===== config.mk =====
export PLATFORM = sky130hd
export DESIGN_NAME = uwlm_merge_unit
export DESIGN_NICKNAME = d
export VERILOG_FILES = /design/src/verilog/uwlm_pkg.sv /design/src/verilog/uwlm_merge_unit.sv
export SDC_FILE = /design/constraint.sdc
export NUM_CORES = 1
export LEC_CHECK = 0
export ABC_AREA = 1
export BUFFER_PORTS_ARGS = -buffer_cell sky130_fd_sc_hd__buf_4
export CAP_MARGIN = 5
export CORE_ASPECT_RATIO = 0.5
export CORE_MARGIN = 4
export CORE_UTILIZATION = 50
export DETAILED_ROUTE_END_ITERATION = 7
export PLACE_DENSITY = 0.76
export SLEW_MARGIN = 20
export SYNTH_ARGS = -nofsm -noshare
export SYNTH_HDL_FRONTEND = slang
export SYNTH_SLANG_ARGS = --single-unit

===== constraint.sdc =====
create_clock -name ref_clk -period 3.48 [get_ports ref_clk]
set_input_delay 0 -clock ref_clk [delete_from_list [all_inputs] [get_ports ref_clk]]
set_output_delay 0 -clock ref_clk [all_outputs]
set_load 0.1 [all_outputs]

===== src/verilog/uwlm_pkg.sv =====
// Shared constants for the partial-word load merge unit.
// Assumes a 32-bit APB register bus and a 32-bit aligned memory word.
package uwlm_pkg;

  // Operation codes presented by the pipeline
  typedef enum logic [1:0] {
    UWLM_OP_LEFT      = 2'h0,  // left_partial_word_load
    UWLM_OP_RIGHT     = 2'h1,  // right_partial_word_load
    UWLM_OP_USER_LEFT = 2'h2   // user_map_left_partial_load
  } uwlm_op_type;

  // Segment access modes reported by address translation
  localparam logic [2:0] UWLM_SEG_MAPPED_USER  = 3'h1;
  localparam logic [2:0] UWLM_SEG_UNMAPPED_USR = 3'h2;
  localparam logic [2:0] UWLM_SEG_MAPPED_SUPV  = 3'h3;

  // Exception codes on the result port
  localparam logic [3:0] UWLM_EXC_NONE      = 4'h0;
  localparam logic [3:0] UWLM_EXC_TLB_REFL  = 4'h1;
  localparam logic [3:0] UWLM_EXC_TLB_INVL  = 4'h2;
  localparam logic [3:0] UWLM_EXC_BUS_ERR   = 4'h3;
  localparam logic [3:0] UWLM_EXC_ADDR_ERR  = 4'h4;
  localparam logic [3:0] UWLM_EXC_WATCH     = 4'h5;
  localparam logic [3:0] UWLM_EXC_RSVD_INST = 4'h6;
  localparam logic [3:0] UWLM_EXC_COP_UNUSE = 4'h7;

  // Widths of the immediate offsets
  localparam int UWLM_OFS_W      = 16;
  localparam int UWLM_USER_OFS_W = 9;

  // Register byte addresses
  localparam logic [7:0] UWLM_ADDR_CTRL   = 8'h00;
  localparam logic [7:0] UWLM_ADDR_STATUS = 8'h04;
  localparam logic [7:0] UWLM_ADDR_IRQ_EN = 8'h08;
  localparam logic [7:0] UWLM_ADDR_CLEAR  = 8'h0c;
  localparam logic [7:0] UWLM_ADDR_LAST   = 8'h10;
  localparam logic [7:0] UWLM_ADDR_CONFIG = 8'h14;

  // Control fields and reset values
  localparam int         UWLM_CTRL_EN_BIT  = 0;
  localparam int         UWLM_CTRL_BIG_BIT = 1;
  localparam logic       UWLM_CTRL_EN_RST  = 1'b1;
  localparam logic       UWLM_CTRL_BIG_RST = 1'b1;

  // Event bits of status, clear and enable registers
  localparam int UWLM_EV_N        = 8;
  localparam int UWLM_EV_DONE     = 0;
  localparam int UWLM_EV_TLB_REFL = 1;
  localparam int UWLM_EV_TLB_INVL = 2;
  localparam int UWLM_EV_BUS_ERR  = 3;
  localparam int UWLM_EV_ADDR_ERR = 4;
  localparam int UWLM_EV_WATCH    = 5;
  localparam int UWLM_EV_RSVD     = 6;
  localparam int UWLM_EV_COP      = 7;

  // Merge constants
  localparam logic [31:0] UWLM_ALL_ONES  = 32'hffffffff;
  localparam logic [4:0]  UWLM_LEFT_BASE = 5'h18;

endpackage


===== src/verilog/uwlm_merge_unit.sv =====
// Partial-word load merge unit: address forming, fetch sequencing,
// byte merge, exception checks and an APB register block.
// Assumes the pipeline, translation and memory path share ref_clk.
// Functional notes
// - Left load address is base plus the sign-extended 16-bit offset.
// - Left load puts 1 to 4 top bytes of the word high, keeps the rest.
// - Right load address is base plus the sign-extended 16-bit offset.
// - Right load puts 1 to 4 low bytes of the word low, keeps the rest.
// - Left and right loads in either order leave the whole word, signed.
// - Bytes follow the address low two bits and the endian mode.
// - User-map left load adds a 9-bit signed offset, merges like left.
// - User-map left load uses user mapping in the mapped-user segment.
// - User-map left load exists only when enhanced addressing is present.
// - User-map left load needs system access and a user segment mode.
// - Normal loads need no alignment and raise only memory exceptions.
// - User-map left load may also raise reserved and unusable faults.
// - Upper 32 bits follow bit 31; no zero-extended form exists.
// - Back-to-back partial loads to one register merge correctly.
module uwlm_merge_unit
  import uwlm_pkg::*;
#(
  parameter int   REG_W       = 64,
  parameter logic EVA_PRESENT = 1'b1
) (
  input  wire logic              ref_clk,
  input  wire logic              nrst,
  // APB slave
  input  wire logic              psel,
  input  wire logic              penable,
  input  wire logic              pwrite,
  input  wire logic [7:0]        paddr,
  input  wire logic [31:0]       pwdata,
  output logic                   pready,
  output logic [31:0]            prdata,
  output logic                   pslverr,
  // Request from the pipeline
  input  wire logic              req_valid,
  output logic                   req_ready,
  input  wire logic [1:0]        req_op,
  input  wire logic [31:0]       req_base,
  input  wire logic [15:0]       req_offset,
  input  wire logic [4:0]        req_dest_idx,
  input  wire logic [31:0]       req_dest_old,
  input  wire logic              cop0_access_en,
  input  wire logic [2:0]        seg_mode,
  // Memory and translation path
  output logic                   mem_req,
  output logic [31:0]            mem_addr,
  output logic                   mem_user_map,
  input  wire logic              mem_ack,
  input  wire logic [31:0]       mem_rdata,
  input  wire logic              mem_tlb_refill,
  input  wire logic              mem_tlb_invalid,
  input  wire logic              mem_bus_error,
  input  wire logic              mem_addr_error,
  input  wire logic              mem_watch,
  // Result to the register file
  output logic                   res_valid,
  output logic [REG_W-1:0]       res_data,
  output logic [4:0]             res_dest_idx,
  output logic                   res_exc,
  output logic [3:0]             res_exc_code,
  output logic                   irq
);

  typedef enum logic [2:0] {
    UWLM_ST_IDLE  = 3'b001,
    UWLM_ST_FETCH = 3'b010,
    UWLM_ST_SPARE = 3'b100
  } uwlm_st_type;

  typedef struct packed {
    uwlm_st_type            st;
    logic                   req_ready;
    uwlm_op_type            op;
    logic [4:0]             dest_idx;
    logic [31:0]            dest_old;
    logic [31:0]            eff_addr;
    logic                   mem_req;
    logic                   mem_user_map;
    logic                   res_valid;
    logic [REG_W-1:0]       res_data;
    logic [4:0]             res_dest_idx;
    logic                   res_exc;
    logic [3:0]             res_exc_code;
    logic                   ctrl_en;
    logic                   ctrl_big;
    logic [UWLM_EV_N-1:0]   sts;
    logic [UWLM_EV_N-1:0]   irq_en;
    logic                   irq;
    logic                   pready;
    logic [31:0]            prdata;
    logic                   pslverr;
  } uwlm_state_type;

  uwlm_state_type s_r;
  uwlm_state_type s_nxt;

  ////////////////////////////////////////////////////////////////////////
  // Merge helpers

  // Byte index from address low bits, flipped in big-endian mode
  function automatic logic [1:0] byte_index(input logic [1:0] lo,
                                            input logic       big);
    byte_index = lo ^ {2{big}};
  endfunction

  // Left merge: memory low bytes go to the top of the word
  function automatic logic [31:0] merge_left(input logic [31:0] mem,
                                             input logic [31:0] dst,
                                             input logic [1:0]  idx);
    logic [4:0]  sh;
    logic [31:0] keep;
    sh         = UWLM_LEFT_BASE - {idx, 3'h0};
    keep       = ~(UWLM_ALL_ONES << sh);
    merge_left = (mem << sh) | (dst & keep);
  endfunction

  // Right merge: memory high bytes go to the bottom of the word
  function automatic logic [31:0] merge_right(input logic [31:0] mem,
                                              input logic [31:0] dst,
                                              input logic [1:0]  idx);
    logic [4:0]  sh;
    logic [31:0] keep;
    sh          = {idx, 3'h0};
    keep        = ~(UWLM_ALL_ONES >> sh);
    merge_right = (mem >> sh) | (dst & keep);
  endfunction

  ////////////////////////////////////////////////////////////////////////
  // Request decode, combinational

  logic [31:0]          ofs_ext;
  logic [31:0]          eff_addr;
  logic [31:0]          dest_src;
  logic                 user_op;
  logic                 user_seg_ok;
  logic [3:0]           pre_exc;
  logic [3:0]           mem_exc;
  logic [31:0]          merged;
  logic [UWLM_EV_N-1:0] ev;

  // Offset width depends on the flavour of the load
  always_comb begin
    user_op = (req_op == UWLM_OP_USER_LEFT);
    if (user_op) begin
      ofs_ext = {{(32-UWLM_USER_OFS_W){req_offset[UWLM_USER_OFS_W-1]}},
                 req_offset[UWLM_USER_OFS_W-1:0]};
    end else begin
      ofs_ext = {{(32-UWLM_OFS_W){req_offset[UWLM_OFS_W-1]}},
                 req_offset};
    end
    eff_addr = req_base + ofs_ext;
  end

  // Forward a result still on its way to the register file
  always_comb begin
    if (s_r.res_valid && !s_r.res_exc &&
        s_r.res_dest_idx == req_dest_idx) begin
      dest_src = s_r.res_data[31:0];
    end else begin
      dest_src = req_dest_old;
    end
  end

  // Checks done before any fetch; no alignment check at all
  always_comb begin
    user_seg_ok = (seg_mode == UWLM_SEG_MAPPED_USER)  ||
                  (seg_mode == UWLM_SEG_UNMAPPED_USR) ||
                  (seg_mode == UWLM_SEG_MAPPED_SUPV);
    pre_exc = UWLM_EXC_NONE;
    if (user_op && !EVA_PRESENT) begin
      pre_exc = UWLM_EXC_RSVD_INST;
    end else if (user_op && !cop0_access_en) begin
      pre_exc = UWLM_EXC_COP_UNUSE;
    end else if (user_op && !user_seg_ok) begin
      pre_exc = UWLM_EXC_ADDR_ERR;
    end else if (req_op != UWLM_OP_LEFT && req_op != UWLM_OP_RIGHT &&
                 !user_op) begin
      pre_exc = UWLM_EXC_RSVD_INST; // Unknown operation code
    end
  end

  // Fault priority follows the order of the translation pipeline
  always_comb begin
    mem_exc = UWLM_EXC_NONE;
    if (mem_tlb_refill) begin
      mem_exc = UWLM_EXC_TLB_REFL;
    end else if (mem_tlb_invalid) begin
      mem_exc = UWLM_EXC_TLB_INVL;
    end else if (mem_addr_error) begin
      mem_exc = UWLM_EXC_ADDR_ERR;
    end else if (mem_watch) begin
      mem_exc = UWLM_EXC_WATCH;
    end else if (mem_bus_error) begin
      mem_exc = UWLM_EXC_BUS_ERR;
    end
  end

  // Byte merge into the captured destination word
  always_comb begin
    if (s_r.op == UWLM_OP_RIGHT) begin
      merged = merge_right(mem_rdata, s_r.dest_old,
                           byte_index(s_r.eff_addr[1:0], s_r.ctrl_big));
    end else begin
      merged = merge_left(mem_rdata, s_r.dest_old,
                          byte_index(s_r.eff_addr[1:0], s_r.ctrl_big));
    end
  end

  ////////////////////////////////////////////////////////////////////////
  // Next state

  always_comb begin
    s_nxt           = s_r;
    s_nxt.res_valid = 1'b0;
    ev              = '0;

    unique case (s_r.st)
      UWLM_ST_IDLE: begin
        if (req_valid && s_r.req_ready) begin
          s_nxt.op       = uwlm_op_type'(req_op);
          s_nxt.dest_idx = req_dest_idx;
          s_nxt.dest_old = dest_src;
          s_nxt.eff_addr = eff_addr;
          if (pre_exc != UWLM_EXC_NONE) begin
            // Refused before memory is touched
            s_nxt.res_valid    = 1'b1;
            s_nxt.res_exc      = 1'b1;
            s_nxt.res_exc_code = pre_exc;
            s_nxt.res_dest_idx = req_dest_idx;
            ev[UWLM_EV_RSVD]     = (pre_exc == UWLM_EXC_RSVD_INST);
            ev[UWLM_EV_COP]      = (pre_exc == UWLM_EXC_COP_UNUSE);
            ev[UWLM_EV_ADDR_ERR] = (pre_exc == UWLM_EXC_ADDR_ERR);
          end else begin
            s_nxt.st           = UWLM_ST_FETCH;
            s_nxt.req_ready    = 1'b0;
            s_nxt.mem_req      = 1'b1;
            s_nxt.mem_user_map = user_op &&
                                 (seg_mode == UWLM_SEG_MAPPED_USER);
          end
        end
        s_nxt.req_ready = (s_nxt.st == UWLM_ST_IDLE) && s_r.ctrl_en;
      end
      UWLM_ST_FETCH: begin
        if (mem_ack) begin
          s_nxt.st           = UWLM_ST_IDLE;
          s_nxt.mem_req      = 1'b0;
          s_nxt.mem_user_map = 1'b0;
          s_nxt.req_ready    = s_r.ctrl_en;
          s_nxt.res_valid    = 1'b1;
          s_nxt.res_dest_idx = s_r.dest_idx;
          s_nxt.res_exc_code = mem_exc;
          s_nxt.res_exc      = (mem_exc != UWLM_EXC_NONE);
          // Sign extension from bit 31, never zero fill
          s_nxt.res_data = {{(REG_W-32){merged[31]}}, merged};
          ev[UWLM_EV_DONE]     = (mem_exc == UWLM_EXC_NONE);
          ev[UWLM_EV_TLB_REFL] = (mem_exc == UWLM_EXC_TLB_REFL);
          ev[UWLM_EV_TLB_INVL] = (mem_exc == UWLM_EXC_TLB_INVL);
          ev[UWLM_EV_BUS_ERR]  = (mem_exc == UWLM_EXC_BUS_ERR);
          ev[UWLM_EV_ADDR_ERR] = (mem_exc == UWLM_EXC_ADDR_ERR);
          ev[UWLM_EV_WATCH]    = (mem_exc == UWLM_EXC_WATCH);
        end
      end
      default: begin
        // Illegal code: recover to idle
        s_nxt.st        = UWLM_ST_IDLE;
        s_nxt.mem_req   = 1'b0;
        s_nxt.req_ready = 1'b0;
      end
    endcase

    // APB: one wait state, read data captured one edge before completion, write at the completing edge
    s_nxt.pready  = psel && penable && !s_r.pready;
    s_nxt.pslverr = 1'b0;
    if (psel && penable && !s_r.pready) begin
      s_nxt.prdata = 32'h00000000;
      unique case (paddr)
        UWLM_ADDR_CTRL: begin
          s_nxt.prdata[UWLM_CTRL_EN_BIT]  = s_r.ctrl_en;
          s_nxt.prdata[UWLM_CTRL_BIG_BIT] = s_r.ctrl_big;
        end
        UWLM_ADDR_STATUS: s_nxt.prdata[UWLM_EV_N-1:0] = s_r.sts;
        UWLM_ADDR_IRQ_EN: s_nxt.prdata[UWLM_EV_N-1:0] = s_r.irq_en;
        UWLM_ADDR_CLEAR:  s_nxt.prdata = 32'h00000000;
        UWLM_ADDR_LAST:   s_nxt.prdata = s_r.eff_addr;
        UWLM_ADDR_CONFIG: s_nxt.prdata[0] = EVA_PRESENT;
        default:          s_nxt.pslverr = 1'b1;
      endcase
    end
    if (psel && penable && s_r.pready && pwrite) begin
      unique case (paddr)
        UWLM_ADDR_CTRL: begin
          s_nxt.ctrl_en  = pwdata[UWLM_CTRL_EN_BIT];
          s_nxt.ctrl_big = pwdata[UWLM_CTRL_BIG_BIT];
        end
        UWLM_ADDR_IRQ_EN: s_nxt.irq_en = pwdata[UWLM_EV_N-1:0];
        UWLM_ADDR_CLEAR:  s_nxt.sts = s_r.sts & ~pwdata[UWLM_EV_N-1:0];
        default: ;
      endcase
      if (paddr == UWLM_ADDR_CTRL && s_nxt.st == UWLM_ST_IDLE) begin
        s_nxt.req_ready = pwdata[UWLM_CTRL_EN_BIT];
      end
    end

    // New events win over a clear in the same cycle
    s_nxt.sts = s_nxt.sts | ev;
    s_nxt.irq = |(s_nxt.sts & s_nxt.irq_en);
  end

  ////////////////////////////////////////////////////////////////////////
  // State register

  always_ff @(posedge ref_clk or negedge nrst) begin
    if (!nrst) begin
      s_r              <= '0;
      s_r.st           <= UWLM_ST_IDLE;
      s_r.op           <= UWLM_OP_LEFT;
      s_r.ctrl_en      <= UWLM_CTRL_EN_RST;
      s_r.ctrl_big     <= UWLM_CTRL_BIG_RST;
      s_r.req_ready    <= UWLM_CTRL_EN_RST;
      s_r.res_exc_code <= UWLM_EXC_NONE;
    end else begin
      s_r <= s_nxt;
    end
  end

  ////////////////////////////////////////////////////////////////////////
  // Outputs, all straight from the state register

  assign pready       = s_r.pready;
  assign prdata       = s_r.prdata;
  assign pslverr      = s_r.pslverr;
  assign req_ready    = s_r.req_ready;
  assign mem_req      = s_r.mem_req;
  assign mem_addr     = {s_r.eff_addr[31:2], 2'h0};
  assign mem_user_map = s_r.mem_user_map;
  assign res_valid    = s_r.res_valid;
  assign res_data     = s_r.res_data;
  assign res_dest_idx = s_r.res_dest_idx;
  assign res_exc      = s_r.res_exc;
  assign res_exc_code = s_r.res_exc_code;
  assign irq          = s_r.irq;

endmodule


==> flow_metrics.env, run 1 <==
export IMPL_drive_above_1_share_pct=18.5
export IMPL_clock_fmax_mhz=334
export IMPL_dpl_cell_area_um2=13600
export IMPL_relSlewSlack_pct=37.5
export IMPL_crit_arrival_ns=3.29
export IMPL_synthArstFlopShare_pct=100
export IMPL_avgRoutedWirePerCell_um=15.8
export IMPL_hold_path_class="input pin to flop"
export IMPL_dp_hpwl_um=26600
export IMPL_rr_startpoint="s_r[51]"
export IMPL_worstSetupEndpointType="flop"
export IMPL_antennaDiodeCount=0
export IMPL_vias_per_cell=5.21
export IMPL_hold_start="req_dest_old[24]"
export IMPL_ys_ff_latch=172
export IMPL_first_pass_iters=6
export IMPL_maxCapViolCount=0
export IMPL_critPathBufInv=4
export IMPL_skew_ns=0.0104
export IMPL_totalNegativeSetupSlack_ns=0
export IMPL_synth_edf_count=0
export IMPL_final_nets=2165
export IMPL_clock_latency_ns=0.43
export IMPL_min_period_over_period_pct=85.9
export IMPL_required_ns=3.78
export IMPL_period_needed_ns=2.99
export IMPL_gp_congestion=0.922
export IMPL_cts_hold_fix_buffers=50
export IMPL_worstPathMaxFanout=16
export IMPL_cts_setup_buffers=0
export IMPL_area_delta_synth_final_pct=21.3
export IMPL_synth_area_um2=12100
export IMPL_routed_wl_um=36100
export IMPL_ys_types=44
export IMPL_clock_path_buffers=2
export IMPL_io_pin_count=320
export IMPL_path_clk_slew_ns=0.07
export IMPL_grt_pass1_vias=11100
export IMPL_crit_chain="dlygate4sd3_1, buf_4, inv_1, nor2_4, nand2_1, o21ai_0, inv_1, ha_1, nand2_1, nor2_1, nand2_1, nor3_1, nand2_1, nand2_1, nand2_1, nand2_1, a21oi_1"
export IMPL_port_buffers=292
export IMPL_dieArea_um2=26900
export IMPL_cp_slowest_stage_delay_ns=0.55
export IMPL_pwr_density_cell_nw_per_um2=338
export IMPL_grt_overflow=0
export IMPL_synth_top_area_share_pct=34.7
export IMPL_clkPwrFrac_pct=38.7
export IMPL_cts_tree="yes"
export IMPL_syn_mean_instance_area_um2=6.82
export IMPL_vias=11900
export IMPL_core_area_um2=23300
export IMPL_final_area_um2=14700
export IMPL_critPathKind="input pin to flop"
export IMPL_ir_drop_mv=0.260
export IMPL_yosys_top_cells_area="dfrtp_1 (35%), nand2_1 (16%), buf_4 (8.7%)"
export IMPL_drt_initial_drc_count=1207
export IMPL_track_usage_pct=26.2
export IMPL_critPathTopFamily="simple AND/OR/NAND/NOR gates"
export IMPL_slew_viol_final=0
export IMPL_initial_core_util_pct=51.9
export IMPL_start_kind="input pin"
export IMPL_finalHoldViolCount=0
export IMPL_power_share_switching_pct=32.1
export IMPL_crit_top_cell="nand2_1"
export IMPL_finalSetupViolations=0
export IMPL_postCtsResizedCells=0
export IMPL_syn_inst=1775
export IMPL_drc=0
export IMPL_internal_power_mw=3.37
export IMPL_startpoint="req_op[1]"
export IMPL_clockRootBuffer="clkbuf_16"
export IMPL_cts_htree_levels=4
export IMPL_synth_top_area_cell="dfrtp_1"
export IMPL_cts_buffers=17
export IMPL_p_leak_nw=8.06
export IMPL_yosysWarnings=0
export IMPL_grt_max_degree=107
export IMPL_p_sw_mw=1.59
export IMPL_tightestPinTransition_ns=0.932
export IMPL_rsz0062_at_grt="false"
export IMPL_die_y_um=118
export IMPL_ant_nets=0
export IMPL_rows=39
export IMPL_yosysSeqAreaShare_pct=35.6
export IMPL_p_seq_share_pct=40.9
export IMPL_cts_sinks=172
export IMPL_status="finished, final reports clean"
export IMPL_synth_ff_type="dfrtp_1"
export IMPL_combPwrFrac_pct=20.4
export IMPL_antenna_found_initial=0
export IMPL_die_x_um=228
export IMPL_grt_pass1_wl_um=58000
export IMPL_critPathSlowestCell="dlygate4sd3_1"
## synth_stat cells, types with 3 or more instances
library cell    n
a21oi_1       101
a221oi_1        3
buf_1           5
buf_2          13
buf_4         141
clkbuf_1       42
clkinv_1        3
dfrtp_1       168
dfstp_2         4
ha_1           31
inv_1         251
nand2_1       503
nand3_1        90
nand3b_1        6
nand4_1         5
nor2_1         96
nor2_2          5
nor3_1         11
o211ai_1       33
o21a_1         16
o21ai_0       163
o21ai_1        15
o22ai_1        28
o31ai_1         6
or2_0           4
xnor2_1         7
## power groups by stage
stage	sequential, mW	clock, mW	combinational (mW)
after global routing	2.03	2.03	1.13
after detailed placement	2.07	0	0.959
after CTS	2.03	1.94	1.01
after global placement	2.07	0	0.953
after floorplan	2.09	0	0.588
final	2.03	1.92	1.01
## layer usage
metal	vias to the layer above	track usage, %	part of all wire, %	routed length [um]
li1	5897	-	-	-
met4	0	8.75	2.8	1030
met5	-	0	0	0
met1	5483	34.4	43	15400
met3	70	4.09	5.7	2070
met2	412	44.6	49	17600
## area by class of cell
type                       count  area, um2
clock buffer                  17        425
clock inverter                15        163
fill                        2148       8640
inverter                     256        961
multi-input combinational   1149       5570
sequential                   172       4310
tap                          307        384
timing repair buffer         362       2870
## tightest hold or removal path: cells and delay by family
family / cells / cell delay, ns
AO/OA/AOI/OAI: 3 / 0.21
buffers and inverters: 2 / 0.18
## flip-flops by register name, indices dropped and copies added (netlist names)
register	count
s_r	62
prdata	32
res_data	32
mem_addr	30
res_dest_idx	5
res_exc_code	3
irq	1
mem_req	1
mem_user_map	1
pready	1
pslverr	1
req_ready	1
res_exc	1
res_valid	1
## stage by stage
step | total power, mW | utilization, % | hold slack, ns | cells | setup slack, ns
after floorplan | 2.68 | - | -0.296 | 1778 | 1.33
after global placement | 3.02 | 58.3 | 0.111 | 2196 | 0.749
after detailed placement | 3.03 | 58.3 | 0.110 | 2196 | 0.666
after CTS | 4.97 | 63.0 | 0.000668 | 2278 | 0.535
after global routing | 5.19 | 63.0 | 0.00622 | 2278 | 0.188
final | 4.96 | 63.0 | 0.0126 | 2278 | 0.490
## cell families (layout without fill, tap and decap cells)
kind of cell / count (synthesis) / count (layout) / synth area share [%]
AND/OR/NAND/NOR: 730 / 730 / 24.4
XOR/XNOR: 9 / 9 / 0.713
adder cells (fa/ha/maj): 32 / 32 / 3.37
AO/OA/AOI/OAI: 374 / 374 / 17.2
flip-flops: 172 / 172 / 35.6
buffers and inverters: 457 / 650 / 18.7
other: 1 / 4 / 0.0310
## layout by cell type (no fill, tap or decap), drive strengths merged, types with 2 or more instances in the layout
cell         Yosys  routed
a21oi          101     101
a221oi           3       3
a22o             2       2
a31oi            2       2
and2             2       2
buf            159     312
clkbuf          42      17
clkinv           3       6
conb             1       4
dfrtp          168     168
dfstp            4       4
dlygate4sd3      0      50
ha              31      31
inv            253     265
nand2          504     504
nand3           90      90
nand3b           6       6
nand4            5       5
nor2           103     103
nor3            11      11
o211ai          33      33
o21a            16      16
o21ai          179     179
o21bai           2       2
o22ai           28      28
o31ai            6       6
or2              7       7
xnor2            8       8
## final timing paths
check	slack [ns]	to	depth (start not counted)
setup / recovery	0.49	mem_addr[27]	17
hold / removal	0.01	s_r[186]	5
setup reg to reg	1.09	res_data[26]	8
hold reg to reg	0.49	prdata[13]	2
max in group asynchronous	2.37	prdata[20]	3
min in group asynchronous	0.18	res_data[9]	2
No activity file was read; power rests on OpenSTA's default activity.
==> inputs of run 2 (changes only) <==
Settings changed: PLACE_DENSITY 0.76 to 0.83.
==> flow_metrics.env, run 2 (same netlist as run 1, synthesis figures left out) <==
export IMPL_status="finished, final reports clean"
export IMPL_final_nets=2165
export IMPL_drive_above_1_share_pct=18.5
export IMPL_port_buffers=292
export IMPL_layout_commonest_cell="nand2_1"
export IMPL_skew_ns=0.0124
export IMPL_first_pass_iters=8
export IMPL_crit_chain="dlygate4sd3_1, buf_4, inv_1, nor2_4, nand2_1, o21ai_0, inv_1, ha_1, nand2_1, nor3_1, o21ai_0, nand3_1, nand2_1, nand2_1, a21oi_1"
export IMPL_worstPathMaxFanout=16
export IMPL_layout_common_cells="nand2_1 (503), buf_4 (311), inv_1 (251)"
export IMPL_period_needed_ns=2.94
export IMPL_finalHoldViolCount=0
export IMPL_routed_wl_um=36300
export IMPL_core_area_um2=23300
export IMPL_avgRoutedWirePerCell_um=15.9
export IMPL_dp_hpwl_um=26500
export IMPL_start_kind="input pin"
export IMPL_hold_path_class="input pin to flop"
export IMPL_io_pin_count=320
export IMPL_grt_max_degree=90
export IMPL_die_x_um=228
export IMPL_cts_buffers=17
export IMPL_rr_endpoint="req_ready"
export IMPL_rr_startpoint="req_ready"
export IMPL_slew_viol_final=0
export IMPL_critPathKind="input pin to flop"
export IMPL_drt_initial_drc_count=1172
export IMPL_pwr_density_cell_nw_per_um2=335
export IMPL_required_ns=3.78
export IMPL_rows=39
export IMPL_critPathTopFamily="simple AND/OR/NAND/NOR gates"
export IMPL_startpoint="req_op[1]"
export IMPL_track_usage_pct=26.2
export IMPL_cts_sinks=172
export IMPL_worstSetupEndpointType="flop"
export IMPL_path_clk_slew_ns=0.07
export IMPL_rsz0062_at_grt="false"
export IMPL_cts_tree="yes"
export IMPL_crit_arrival_ns=3.24
export IMPL_hold_depth=5
export IMPL_dieArea_um2=26900
export IMPL_drc=0
export IMPL_tightestPinTransition_ns=0.850
export IMPL_holdPathEnd="s_r[172]"
export IMPL_relSlewSlack_pct=43.3
export IMPL_antenna_found_initial=1
export IMPL_gp_congestion=0.941
export IMPL_maxCapViolCount=0
export IMPL_clockRootBuffer="clkbuf_16"
export IMPL_place_inst=2197
export IMPL_top_register="s_r"
export IMPL_crit_top_cell="nand2_1"
export IMPL_critPathSlowestCell="dlygate4sd3_1"
export IMPL_grt_pass1_wl_um=58500
export IMPL_clock_path_buffers=2
export IMPL_finalSetupViolations=0
export IMPL_cp_slowest_stage_delay_ns=0.56
export IMPL_ir_drop_mv=0.262
export IMPL_grt_overflow=0
export IMPL_cts_htree_levels=4
export IMPL_r2r_setup_slack_ns=0.69
export IMPL_reg2reg_depth=9
export IMPL_hold_start="req_dest_old[10]"
export IMPL_vias=12000
export IMPL_area_delta_synth_final_pct=21.1
export IMPL_die_y_um=118
export IMPL_totalNegativeSetupSlack_ns=0
export IMPL_finalNonFillerCells=2279
export IMPL_final_area_um2=14700
export IMPL_grt_pass1_vias=11300
export IMPL_ant_nets=0
export IMPL_critPathBufInv=4
export IMPL_clock_latency_ns=0.43
export IMPL_dpl_cell_area_um2=13600
export IMPL_clock_fmax_mhz=340
export IMPL_min_period_over_period_pct=84.5
export IMPL_vias_per_cell=5.27
export IMPL_largest_reg_flops=62
export IMPL_p_leak_nw=8.05
export IMPL_initial_core_util_pct=51.9
==> run 2: stage by stage <==
stage	hold WS (ns)	utilization, %	setup slack (ns)	total power, mW
finish	0.0243	62.8	0.541	4.91
global route	0.0271	62.8	0.298	5.13
CTS	0.000797	62.8	0.600	4.91
detailed placement	0.0983	58.3	0.728	3.02
global placement	0.113	58.3	0.768	3.01
floorplan	-0.296	-	1.33	2.68
==> run 2: worst max path at each step <==
stage	slack [ns]	to	cells past startpoint
after global routing	0.30	mem_addr[27]	17
after floorplan	1.33	irq	10
final	0.54	mem_addr[18]	15
after CTS	0.60	mem_addr[26]	16
after global placement	0.77	mem_addr[26]	15
after detailed placement	0.73	mem_addr[18]	14
==> run 2: worst min-delay path, cell delays in order <==
cell	delay, ns
buf_4	0.11
inv_1	0.04
a21oi_1	0.06
o21ai_0	0.08
o21ai_0	0.10
==> run 2: routing by layer <==
metal  share of wire (%)  wire, um  vias to the layer above  track usage [%]
met3                 6.0      2190                       71             4.30
met5                   0         0                        -                0
li1                    -         -                     5912                -
met4                 2.6       928                        0             8.02
met2                  50     18000                      508             45.8
met1                  42     15200                     5516             33.5
==> run 2: power by group <==
part           switching, mW  total (mW)  internal, mW
combinational          0.638        1.02         0.378
sequential            0.0122        2.03          2.02
clock                  0.905        1.86         0.958
total                   1.56        4.91          3.35
==> run 2: layout make-up <==
class,instances,area (um2)
fill,2102,8670
multi-input combinational,1149,5570
sequential,172,4310
timing repair buffer,362,2860
inverter,256,961
clock buffer,18,429
tap,307,384
clock inverter,14,143
antenna,1,2.50
==> run 2: what timing repair did <==
| action | CTS | global route |
|---|---|---|
| hold endpoints to repair | 141 | 0 |
| hold buffers | 49 | 0 |
| resized for setup | 0 | 0 |
| buffers inserted | 0 | 0 |
==> inputs of run 3 (changes only) <==
Settings changed: CORE_UTILIZATION 50 to 49, PLACE_DENSITY 0.83 to 0.85.
Clock period 3.48 ns to 2.7 ns, I/O delays scaled along.
==> flow_metrics.env, run 3 (same netlist as run 1, synthesis figures left out) <==
export IMPL_clock_path_buffers=2
export IMPL_cts_tree="yes"
export IMPL_cts_sinks=172
export IMPL_critPathKind="flop to flop"
export IMPL_cts_buffers=17
export IMPL_die_x_um=230
export IMPL_area_delta_synth_final_pct=22.4
export IMPL_antennaDiodeCount=0
export IMPL_hold_depth=5
export IMPL_avgRoutedWirePerCell_um=16.0
export IMPL_ir_drop_mv=0.421
export IMPL_vias=12100
export IMPL_crit_top_cell="nand2_1"
export IMPL_dpl_cell_area_um2=13700
export IMPL_cts_htree_levels=4
export IMPL_antenna_found_initial=0
export IMPL_layout_common_cells="nand2_1 (503), buf_4 (312), inv_1 (251)"
export IMPL_ant_nets=0
export IMPL_min_period_over_period_pct=89.2
export IMPL_grt_overflow=0
export IMPL_reg2reg_depth=10
export IMPL_p_sw_mw=1.88
export IMPL_routed_wl_um=37000
export IMPL_worstSetupEndpointType="flop"
export IMPL_top_register="s_r"
export IMPL_core_area_um2=24100
export IMPL_p_seq_share_pct=40.8
export IMPL_gp_congestion=0.950
export IMPL_grt_max_degree=68
export IMPL_p_leak_nw=8.10
export IMPL_path_clk_slew_ns=0.07
export IMPL_grt_pass1_vias=11200
export IMPL_crit_chain="inv_2, nand2_1, nand2_1, buf_4, nand2_1, nand2_1, o21ai_0, nand2_1, o211ai_1, nand2_1"
export IMPL_vias_per_cell=5.22
export IMPL_relSlewSlack_pct=55.1
export IMPL_clock_fmax_mhz=415
export IMPL_clockRootBuffer="clkbuf_16"
export IMPL_dp_hpwl_um=27100
export IMPL_finalNonFillerCells=2315
export IMPL_port_buffers=292
export IMPL_totalNegativeSetupSlack_ns=0
export IMPL_critPathBufInv=2
export IMPL_internal_power_mw=4.54
export IMPL_slew_viol_final=0
export IMPL_hold_path_class="input pin to flop"
export IMPL_skew_ns=0.00928
export IMPL_final_area_um2=14800
export IMPL_clock_latency_ns=0.43
export IMPL_finalHoldViolCount=0
export IMPL_rr_endpoint="res_data[25]"
export IMPL_combPwrFrac_pct=20.6
export IMPL_period_needed_ns=2.41
export IMPL_grt_pass1_wl_um=58300
export IMPL_first_pass_iters=6
export IMPL_drc=0
export IMPL_pwr_density_cell_nw_per_um2=433
export IMPL_critPathSlowestCell="dfstp_2"
export IMPL_start_kind="flop"
export IMPL_maxCapViolCount=0
export IMPL_tightestPinTransition_ns=0.671
export IMPL_io_pin_count=320
export IMPL_cp_slowest_stage_delay_ns=0.62
export IMPL_die_y_um=119
export IMPL_drive_above_1_share_pct=18.5
export IMPL_place_inst=2230
export IMPL_layout_commonest_cell="nand2_1"
export IMPL_finalSetupViolations=0
export IMPL_finalPower_mw=6.42
export IMPL_rsz0062_at_grt="false"
export IMPL_initial_core_util_pct=50.2
export IMPL_final_nets=2174
export IMPL_power_share_switching_pct=29.3
export IMPL_r2r_setup_slack_ns=0.29
export IMPL_dieArea_um2=27400
export IMPL_drt_initial_drc_count=1469
export IMPL_crit_arrival_ns=2.72
export IMPL_rows=40
export IMPL_largest_reg_flops=62
export IMPL_critPathTopFamily="simple AND/OR/NAND/NOR gates"
export IMPL_hold_start="req_dest_old[10]"
export IMPL_required_ns=3.01
export IMPL_worstPathMaxFanout=15
export IMPL_clkPwrFrac_pct=38.6
export IMPL_track_usage_pct=26.3
export IMPL_status="finished, final reports clean"
export IMPL_rr_startpoint="s_r[51]"
export IMPL_holdPathEnd="s_r[172]"
-- run 3: cell types whose count changed in the layout (fill, tap and decap cells not counted), sizes merged --
cell and delta:
bufinv +2, clkbuf +4, diode -1, dlygate4sd3 +5
clkinv +1, buf +4, inv -8
-- run 3: routing by layer --
layer	GRT usage, %	vias to the layer above	share of wire [%]
met2	44.1	558	48
met5	0	-	0
met3	4.11	87	7.3
li1	-	5916	-
met1	34.6	5526	41
met4	9.62	0	3.3
-- run 3: tightest hold or removal path, stage by stage --
cell and delay (ns):
buf_4 0.11, inv_1 0.04, a21oi_1 0.06, o21ai_0 0.10, o21ai_0 0.09
-- run 3: per-stage QoR --
stage          hold slack [ns]  utilization [%]  setup WS [ns]
2_1_floorplan           -0.296                -          0.551
3_3_place_gp           -0.0334             56.8          0.158
3_5_place_dp           -0.0280             56.8         0.0800
4_1_cts                0.00823             61.4          0.314
5_1_grt                 0.0418             61.4          0.149
6_report               0.00593             61.4          0.290
-- run 3: worst max path at each step --
stage / slack (ns) / depth (start not counted) / startpoint / end
detailed placement: 0.08 / 16 / req_op[1] / mem_addr[27]
CTS: 0.31 / 9 / req_ready / req_ready
global placement: 0.16 / 16 / req_op[1] / mem_addr[27]
floorplan: 0.55 / 10 / pready / irq
global route: 0.15 / 10 / s_r[51] / res_data[25]
finish: 0.29 / 10 / s_r[51] / res_data[25]
-- run 3: power by group through the flow --
stage | sequential [mW] | clock (mW) | combinational (mW)
2_1_floorplan | 2.70 | 0 | 0.758
3_3_place_gp | 2.67 | 0 | 1.22
3_5_place_dp | 2.67 | 0 | 1.24
4_1_cts | 2.62 | 2.50 | 1.31
5_1_grt | 2.62 | 2.62 | 1.46
6_report | 2.62 | 2.48 | 1.32
-- run 3: cell type report --
type,count,area [um2]
flip-flops and latches,172,4310
clock inverters,9,113
fillers,2148,9300
well taps,336,420
multi-input cells,1149,5570
repair buffers,371,2970
clock buffers,22,474
inverters,256,961
-- run 3: what timing repair did --
item / CTS / global route
endpoints found under the hold margin: 199 / 0
gates resized for setup: 0 / 0
hold buffers: 54 / 0
setup buffers: 0 / 0
